### config.mk
export PLATFORM = sky130hd
export DESIGN_NAME = ccs_top
export DESIGN_NICKNAME = d
export VERILOG_FILES = /design/src/logic/ccs_pkg.sv /design/src/logic/ccs_top.sv
export SDC_FILE = /design/constraint.sdc
export NUM_CORES = 1
export LEC_CHECK = 0
export BUFFER_PORTS_ARGS = -buffer_cell sky130_fd_sc_hd__buf_4
export CORE_ASPECT_RATIO = 0.8
export CORE_UTILIZATION = 48
export CTS_CLUSTER_DIAMETER = 150
export DETAILED_ROUTE_END_ITERATION = 8
export GPL_ROUTABILITY_DRIVEN = 0
export MAX_ROUTING_LAYER = met4
export PLACE_DENSITY = 0.79
export SYNTH_ARGS = -nofsm -noshare
export SYNTH_HDL_FRONTEND = slang
export SYNTH_SLANG_ARGS = --single-unit
### constraint.sdc
create_clock -name aclk -period 2.35 [get_ports aclk]
set_clock_uncertainty 0.1 [all_clocks]
set_input_delay 0.1175 -clock aclk [delete_from_list [all_inputs] [get_ports aclk]]
set_output_delay 0.1175 -clock aclk [all_outputs]
set_load 0.01 [all_outputs]
### src/logic/ccs_pkg.sv
// Constants for the CPU clock switch controller: register map, field
// positions, reset values and stall timing.
// Assumes a 100 MHz system clock and a 32-bit AXI4-Lite register bus.
package ccs_pkg;

	// ****************************************************************
	// Register map (byte addresses)
	// ****************************************************************
	localparam logic [3:0] OSC_CTRL_ADDR = 4'h0;
	localparam logic [3:0] CLK_SEL_ADDR  = 4'h4;
	localparam logic [3:0] STATUS_ADDR   = 4'h8;

	// ****************************************************************
	// Field positions
	// ****************************************************************
	localparam int MAIN_OSC_STOP_BIT     = 0;
	localparam int MAIN_OSC_PIN_SEL_BIT  = 1;
	localparam int MAIN_EXT_CLK_SEL_BIT  = 2;
	localparam int INT_HS_OSC_STOP_BIT   = 3;
	localparam int SUB_OSC_DIRECT_BIT    = 4;
	localparam int SUB_EXT_CLK_SEL_BIT   = 5;
	localparam int SUB_OSC_PIN_SEL_BIT   = 6;
	localparam int MAIN_CLK_SEL_BIT      = 0;
	localparam int CPU_SUB_SEL_BIT       = 1;
	localparam int AMP_GAIN_HIGH_BIT     = 2;
	localparam int ST_MAIN_CLK_BIT       = 0;
	localparam int ST_CPU_SUB_BIT        = 1;
	localparam int ST_STALL_BIT          = 2;
	localparam int ST_AMP_LOCK_BIT       = 3;

	// ****************************************************************
	// Reset values
	// ****************************************************************
	localparam logic [6:0] OSC_CTRL_RESET = 7'h01; // Main source stopped, internal osc running.
	localparam logic [2:0] CLK_SEL_RESET  = 3'h0;

	// ****************************************************************
	// Bus answers
	// ****************************************************************
	localparam logic [1:0] RESP_OKAY   = 2'h0;
	localparam logic [1:0] RESP_SLVERR = 2'h2;

	// ****************************************************************
	// Stall timing
	// ****************************************************************
	localparam int CLK_PERIOD_PS     = 10000;
	localparam int STALL_MIN_PS      = 4060000;  // 4.06 us, the shortest legal stall.
	localparam int STALL_MAX_PS      = 16120000; // 16.12 us, the longest legal stall.
	localparam int STALL_TIME_CYCLES = (STALL_MIN_PS + CLK_PERIOD_PS - 1) / CLK_PERIOD_PS;
	localparam int STALL_EXT_EDGES   = 160;
	localparam int STALL_CNT_W       = 9;

	typedef enum logic [1:0] {
		CCS_RUN       = 2'b00,
		CCS_STALL_TIM = 2'b01,
		CCS_STALL_EXT = 2'b10
	} ccs_state_e;

endpackage

### src/logic/ccs_top.sv
// CPU clock switch controller: source selection flags, oscillator enables,
// main clock status and the CPU clock stall after raising amplifier gain.
// Assumes an AXI4-Lite master on aclk and an external clock gate cell that
// takes cpu_clk_enable and the raw external main clock on a pin.
//
// The AXI4-Lite interface to the registers and the register addresses were left to the implementer.
`timescale 1ns/100ps

module ccs_top
	import ccs_pkg::*;
#(
	parameter int STALL_CYCLES = STALL_TIME_CYCLES,
	parameter int EXT_EDGES    = STALL_EXT_EDGES
) (
	input  wire logic        aclk,
	input  wire logic        aresetn,
	input  wire logic [3:0]  s_axi_awaddr,
	input  wire logic        s_axi_awvalid,
	output logic             s_axi_awready,
	input  wire logic [31:0] s_axi_wdata,
	input  wire logic [3:0]  s_axi_wstrb,
	input  wire logic        s_axi_wvalid,
	output logic             s_axi_wready,
	output logic [1:0]       s_axi_bresp,
	output logic             s_axi_bvalid,
	input  wire logic        s_axi_bready,
	input  wire logic [3:0]  s_axi_araddr,
	input  wire logic        s_axi_arvalid,
	output logic             s_axi_arready,
	output logic [31:0]      s_axi_rdata,
	output logic [1:0]       s_axi_rresp,
	output logic             s_axi_rvalid,
	input  wire logic        s_axi_rready,
	input  wire logic        main_ext_clock,
	output logic             int_hs_osc_enable,
	output logic             main_crystal_enable,
	output logic             main_ext_clock_enable,
	output logic             subsystem_crystal_enable,
	output logic             sub_ext_clock_enable,
	output logic             amp_gain_high_out,
	output logic             main_clock_status,
	output logic             cpu_on_sub,
	output logic             cpu_clk_enable
);

	initial begin
		if (STALL_CYCLES < 1 || STALL_CYCLES >= (1 << STALL_CNT_W) ||
			STALL_CYCLES > STALL_MAX_PS / CLK_PERIOD_PS)
			$error("STALL_CYCLES out of range");
		if (EXT_EDGES < 1 || EXT_EDGES >= (1 << STALL_CNT_W))
			$error("EXT_EDGES out of range");
	end

	localparam logic [STALL_CNT_W-1:0] STALL_LAST = STALL_CNT_W'(STALL_CYCLES - 1);
	localparam logic [STALL_CNT_W-1:0] EXT_LAST   = STALL_CNT_W'(EXT_EDGES - 1);

	// ****************************************************************
	// Control registers
	// ****************************************************************
	logic [6:0]       osc_ctrl;
	logic             main_clock_select;
	logic             amp_gain_high;
	logic             amp_locked;
	ccs_state_e       state;
	logic [STALL_CNT_W-1:0] stall_cnt;

	logic             main_osc_stop;
	logic             main_osc_pin_select;
	logic             main_ext_clock_select;
	logic             int_hs_osc_stop;
	logic             sub_osc_direct_start;
	logic             sub_ext_clock_select;
	logic             sub_osc_pin_select;

	assign main_osc_stop         = osc_ctrl[MAIN_OSC_STOP_BIT];
	assign main_osc_pin_select   = osc_ctrl[MAIN_OSC_PIN_SEL_BIT];
	assign main_ext_clock_select = osc_ctrl[MAIN_EXT_CLK_SEL_BIT];
	assign int_hs_osc_stop       = osc_ctrl[INT_HS_OSC_STOP_BIT];
	assign sub_osc_direct_start  = osc_ctrl[SUB_OSC_DIRECT_BIT];
	assign sub_ext_clock_select  = osc_ctrl[SUB_EXT_CLK_SEL_BIT];
	assign sub_osc_pin_select    = osc_ctrl[SUB_OSC_PIN_SEL_BIT];

	// ****************************************************************
	// AXI4-Lite write path
	// ****************************************************************
	logic             aw_held;
	logic             w_held;
	logic [3:0]       aw_addr;
	logic [31:0]      w_data;
	logic [3:0]       w_strb;
	logic             wr_do;

	assign s_axi_awready = !aw_held && !s_axi_bvalid;
	assign s_axi_wready  = !w_held && !s_axi_bvalid;
	assign wr_do         = aw_held && w_held && !s_axi_bvalid;

	// Address and data are caught independently, so either may come first.
	always_ff @(posedge aclk) begin
		if (!aresetn) begin
			aw_held <= 1'b0;
			w_held  <= 1'b0;
			aw_addr <= 4'h0;
			w_data  <= 32'h0;
			w_strb  <= 4'h0;
		end else begin
			if (s_axi_awvalid && s_axi_awready) begin
				aw_held <= 1'b1;
				aw_addr <= s_axi_awaddr;
			end else if (wr_do) begin
				aw_held <= 1'b0;
			end
			if (s_axi_wvalid && s_axi_wready) begin
				w_held <= 1'b1;
				w_data <= s_axi_wdata;
				w_strb <= s_axi_wstrb;
			end else if (wr_do) begin
				w_held <= 1'b0;
			end
		end
	end

	// Write response; the status word accepts writes silently.
	always_ff @(posedge aclk) begin
		if (!aresetn) begin
			s_axi_bvalid <= 1'b0;
			s_axi_bresp  <= RESP_OKAY;
		end else if (wr_do) begin
			s_axi_bvalid <= 1'b1;
			s_axi_bresp  <= (aw_addr == OSC_CTRL_ADDR || aw_addr == CLK_SEL_ADDR ||
				aw_addr == STATUS_ADDR) ? RESP_OKAY : RESP_SLVERR;
		end else if (s_axi_bready) begin
			s_axi_bvalid <= 1'b0;
		end
	end

	logic             wr_osc;
	logic             wr_sel;
	assign wr_osc = wr_do && aw_addr == OSC_CTRL_ADDR && w_strb[0];
	assign wr_sel = wr_do && aw_addr == CLK_SEL_ADDR && w_strb[0];

	// Oscillator flags. Stop bits are honoured only where the CPU no longer
	// depends on that source, so a careless stop write cannot starve the core.
	always_ff @(posedge aclk) begin
		if (!aresetn) begin
			osc_ctrl <= OSC_CTRL_RESET;
		end else if (wr_osc) begin
			osc_ctrl <= w_data[6:0];
		end
	end

	// Source select flags; the status follows the select one cycle later.
	always_ff @(posedge aclk) begin
		if (!aresetn) begin
			main_clock_select <= CLK_SEL_RESET[MAIN_CLK_SEL_BIT];
			cpu_on_sub        <= CLK_SEL_RESET[CPU_SUB_SEL_BIT];
			main_clock_status <= 1'b0;
		end else begin
			if (wr_sel) begin
				main_clock_select <= w_data[MAIN_CLK_SEL_BIT];
				cpu_on_sub        <= w_data[CPU_SUB_SEL_BIT];
			end
			main_clock_status <= main_clock_select;
		end
	end

	// The gain flag takes one change after reset, then locks.
	always_ff @(posedge aclk) begin
		if (!aresetn) begin
			amp_gain_high <= CLK_SEL_RESET[AMP_GAIN_HIGH_BIT];
			amp_locked    <= 1'b0;
		end else if (wr_sel && !amp_locked && w_data[AMP_GAIN_HIGH_BIT] != amp_gain_high) begin
			amp_gain_high <= w_data[AMP_GAIN_HIGH_BIT];
			amp_locked    <= 1'b1;
		end
	end

	// ****************************************************************
	// AXI4-Lite read path
	// ****************************************************************
	assign s_axi_arready = !s_axi_rvalid;

	always_ff @(posedge aclk) begin
		if (!aresetn) begin
			s_axi_rvalid <= 1'b0;
			s_axi_rdata  <= 32'h0;
			s_axi_rresp  <= RESP_OKAY;
		end else if (s_axi_arvalid && s_axi_arready) begin
			s_axi_rvalid <= 1'b1;
			s_axi_rresp  <= RESP_OKAY;
			case (s_axi_araddr)
				OSC_CTRL_ADDR: s_axi_rdata <= {25'h0, osc_ctrl};
				CLK_SEL_ADDR:  s_axi_rdata <= {29'h0, amp_gain_high, cpu_on_sub,
					main_clock_select};
				STATUS_ADDR:   s_axi_rdata <= {28'h0, amp_locked, !cpu_clk_enable,
					cpu_on_sub, main_clock_status};
				default: begin
					s_axi_rdata <= 32'h0;
					s_axi_rresp <= RESP_SLVERR;
				end
			endcase
		end else if (s_axi_rready) begin
			s_axi_rvalid <= 1'b0;
		end
	end

	// ****************************************************************
	// Oscillator enables
	// ****************************************************************
	logic             cpu_on_int;
	logic             cpu_on_main;
	assign cpu_on_int  = !cpu_on_sub && !main_clock_status;
	assign cpu_on_main = !cpu_on_sub && main_clock_status;

	// Registered so the pads see no decode glitches.
	always_ff @(posedge aclk) begin
		if (!aresetn) begin
			int_hs_osc_enable        <= 1'b1;
			main_crystal_enable      <= 1'b0;
			main_ext_clock_enable    <= 1'b0;
			subsystem_crystal_enable <= 1'b0;
			sub_ext_clock_enable     <= 1'b0;
			amp_gain_high_out        <= 1'b0;
		end else begin
			int_hs_osc_enable     <= !int_hs_osc_stop || cpu_on_int;
			main_crystal_enable   <= (!main_osc_stop || cpu_on_main) &&
				main_osc_pin_select && !main_ext_clock_select;
			main_ext_clock_enable <= (!main_osc_stop || cpu_on_main) &&
				main_osc_pin_select && main_ext_clock_select;
			subsystem_crystal_enable <= sub_osc_direct_start ||
				(sub_osc_pin_select && !sub_ext_clock_select);
			sub_ext_clock_enable  <= !sub_osc_direct_start && sub_osc_pin_select &&
				sub_ext_clock_select;
			amp_gain_high_out     <= amp_gain_high;
		end
	end

	// ****************************************************************
	// CPU clock stall after the gain is raised
	// ****************************************************************
	logic             ext_s1;
	logic             ext_s2;
	logic             ext_s3;
	logic             ext_rise;

	// Two-stage synchroniser plus a delay stage; the edge detector compares the second and third stages.
	always_ff @(posedge aclk) begin
		if (!aresetn) begin
			ext_s1 <= 1'b0;
			ext_s2 <= 1'b0;
			ext_s3 <= 1'b0;
		end else begin
			ext_s1 <= main_ext_clock;
			ext_s2 <= ext_s1;
			ext_s3 <= ext_s2;
		end
	end
	assign ext_rise = ext_s2 && !ext_s3;

	logic             amp_raise;
	assign amp_raise = wr_sel && !amp_locked && !amp_gain_high &&
		w_data[AMP_GAIN_HIGH_BIT] && cpu_on_main && main_osc_pin_select;

	// The stall uses the shortest legal interval to keep the CPU lost time low.
	always_ff @(posedge aclk) begin
		if (!aresetn) begin
			state     <= CCS_RUN;
			stall_cnt <= '0;
		end else begin
			case (state)
				CCS_RUN: begin
					stall_cnt <= '0;
					if (amp_raise)
						state <= main_ext_clock_select ? CCS_STALL_EXT : CCS_STALL_TIM;
				end
				CCS_STALL_TIM: begin
					stall_cnt <= stall_cnt + 1'b1;
					if (stall_cnt == STALL_LAST)
						state <= CCS_RUN;
				end
				CCS_STALL_EXT: begin
					if (ext_rise) begin
						stall_cnt <= stall_cnt + 1'b1;
						if (stall_cnt == EXT_LAST)
							state <= CCS_RUN;
					end
				end
				default: state <= CCS_RUN;
			endcase
		end
	end

	// Registered enable; the downstream latch-based gate cell keeps it glitch-free.
	always_ff @(posedge aclk) begin
		if (!aresetn)
			cpu_clk_enable <= 1'b1;
		else
			cpu_clk_enable <= (state == CCS_RUN) && !amp_raise;
	end

endmodule

==> run summary <==
Synth cell count leaders: dfxtp_1 (58), nor2_1 (40), nand2_1 (29)
Vias in the first global route: 1,850
Sink Count: 58
Startpoint types: flop
Dpl hpwl: 3.44 mm
Switching pwr: 504 uW
Leakage: 0.00136 uW
Fraction of layout cells with a size suffix above 1: 20.0%
Area of the multi-input gates: 1230 sq um
Hold Path Cell Cnt: 3
Synth Flop Type: dfxtp_1
Min Hold Slack: 0.0421 ns
Seq cells post-synth: 58
H-tree depth: 3
R2r setup slk: 0.55 ns
Die H: 67.4 um
RSZ-0062 raised after global routing: no
GRT Total Usage: 20.0%
Synthesized cell area: 2570 sq um
DP Area: 2850 sq um
Hold Path End: s_axi_rresp[1]$_SDFFE_PN0P_
Dpl ws: 0.555 ns
Largest net degree at the start of global routing: 38
Crit-path cells: and3b_1 -> nand3_4 -> or3_4 -> a21boi_2 -> o22ai_1
Residual DRC count: 10
Most common cell in the synthesized netlist: dfxtp_1
Non-Filler Instances: 417
Root Buffer: clkbuf_8
PwrDens: 701 nW/um^2
Post-synth top area cell: dfxtp_1
Fin area: 3250 sq um
Row Count: 23
Minimum clock period: 1.80 ns
First-pass iteration count of the detailed router: 6
Largest family of logic cells by synthesized area: simple AND/OR/NAND/NOR gates
Detail Route Antenna Nets: 0
CTS Buffer Depth: 2
Asr flop ratio synth: 0%
Vias: 2,039
Simple-gate share of the synthesized area: 21.5%
Fill count: 409
Period Utilization, post-route: 76.6%
Sequential share of power: 45.2%
Failing checks: design-rule violations
Slew headroom: 58.8%
P_int: 1770 uW
Max FO, Critical Path: 6
Worst-Margin Slew: 0.617 ns
Die Wd: 83.8 um
Global-route wire length before repair: 8.23 mm
RR Endpoint: state[1]$_SDFFE_PN0P_
Post-placement cell count: 385
Final Hold Fails: 0
Initial Util: 50.5%
Initial antenna violation count: 0
Clock Latency Late Sink: 0.34 ns
Mapped Cells: 288
Worst Hold Class: input port to flop
Via density: 4.89
Switching power share of the total: 22.1%
I/O Buffers: 46
Sequential Area: 1160 sq um
Overflow after GRT: 0
Worst hold start: s_axi_arvalid
CP Class: flop to flop
Unique masters post-synth: 39
Initial DRC Count: 110
CTS tree: done
Fin Setup TNS: 0 ns
CTS buffer count: 9
PnR worst setup slack: 0.550 ns
Peak supply drop: 0.395 mV
Top cell type's share of synthesized area: 45.2%
Final slew viol count: 0
Routed WL per cell: 12.2 um
Synth Area in Adders: 2.92%
Worst-path clk slew: 0.07 ns
EDFF count, synth: 0
Slowest CP cell: or3_4
Reg-to-reg startpoint: s_axi_bvalid$_SDFFE_PN0P_
Register area share after synthesis: 45.2%
Compound-gate portion of the synthesized area: 9.74%
Mux cell area share after synthesis: 6.23%
Slowest cell delay on critical path: 0.42 ns
Drt total wl: 5.09 mm
Synth Warn #: 0
Worst Reg2Reg Path Length in Cells: 5
Crit end category: flop
Power share of the combinational group: 8.0%
Ranking of synthesized cells by area: dfxtp_1 (45%), buf_4 (7.9%), mux2i_1 (6.2%)
# nets final: 408
Max-cap viol count: 0
Syn-to-layout area delta: 26.5%
WP data required: 2.45 ns
Setup violations, final: 0
Critical path arrival: 1.90 ns
Core ar.: 5090 sq um
Max Freq: 556 MHz
Mean Syn Cell Area: 8.92 sq um
PostCTS Resize Cnt: 0
Run status: finished, violations left
Clk pwr share: 46.8%
Ant diodes: 0
I/O pin count: 102
Die area: 5650 sq um
Xor/xnor share of the synthesized area: 3.41%
-- area by class of cell --
class	instances	area share (%)
sequential	58	35.7
clock buffer	12	5.08
timing repair buffer	63	15.8
clock inverter	4	2.23
multi-input combinational	209	37.8
inverter	9	1.04
tap	62	2.39
-- flip-flops by register name, indices dropped and copies added, names as in the netlist, 2 cells and up --
name	flops
stall_cnt	9
osc_ctrl	7
s_axi_rdata	7
w_data	7
aw_addr	4
state	2
-- worst max-delay path: cells and delay by family (launching register included) --
family | cells | cell delay, ns
flops | 1 | 0.35
simple gates | 3 | 0.96
compound gates | 2 | 0.25
-- power by group through the flow --
| stage | Sequential (uW) | Combinational [uW] | Clock (uW) |
|---|---|---|---|
| 2_1_floorplan | 1050 | 135 | 0 |
| 3_3_place_gp | 1050 | 156 | 0 |
| 3_5_place_dp | 1050 | 160 | 0 |
| 4_1_cts | 1030 | 182 | 1080 |
| 5_1_grt | 1030 | 202 | 1130 |
| 6_report | 1030 | 183 | 1070 |
-- metrics by stage --
stage / util, % / power [uW]
final: 63.8 / 2280
after global routing: 63.8 / 2370
after CTS: 63.8 / 2290
after detailed placement: 56.0 / 1210
after global placement: 56.0 / 1200
after floorplan: - / 1180
-- cell usage in the layout (no fill, tap or decap), drive strengths merged, types with 5 or more instances in the layout --
cell / n
mux2i: 16
nand2: 29
xor2: 7
nand4: 7
clkbuf: 12
buf: 47
dfxtp: 58
nor2: 41
nand3: 5
dlygate4sd3: 16
conb: 27
nand2b: 6
a211oi: 6
inv: 9
and2: 7
ha: 6
nor3: 5
a22oi: 7
a21oi: 18
-- layer usage --
layer | up-vias | global-route usage (%) | wire length [um]
met4 | 0 | 7.11 | 59
li1 | 1033 | - | -
met1 | 935 | 22.0 | 2330
met3 | 6 | 8.07 | 294
met2 | 65 | 33.5 | 2410
met5 | - | - | 0
-- worst max path at each step --
stage / startpoint / cells after the start / slack, ns / to
2_1_floorplan: state[0]$_SDFFE_PN0P_ / 6 / 0.68 / stall_cnt[1]$_SDFFE_PN0P_
3_3_place_gp: s_axi_bvalid$_SDFFE_PN0P_ / 5 / 0.59 / state[1]$_SDFFE_PN0P_
3_5_place_dp: s_axi_bvalid$_SDFFE_PN0P_ / 5 / 0.55 / state[0]$_SDFFE_PN0P_
4_1_cts: s_axi_bvalid$_SDFFE_PN0P_ / 5 / 0.55 / state[0]$_SDFFE_PN0P_
5_1_grt: s_axi_bvalid$_SDFFE_PN0P_ / 5 / 0.43 / osc_ctrl[3]$_SDFFE_PN0P_
6_report: s_axi_bvalid$_SDFFE_PN0P_ / 5 / 0.55 / state[1]$_SDFFE_PN0P_
-- logic make-up after synthesis --
family          after synthesis
buf+inv                      47
other cells                   1
flops                        58
xor+xnor                     10
fa+ha+maj                     6
mux                          16
compound gates               40
simple gates                110
-- what timing repair did --
action                     in CTS  in global routing
setup endpoints to repair       0                  0
hold buffers                   16                  0
buffers inserted                0                  0
hold endpoints to repair       19                  0
Power figures use the tool's default switching activity.
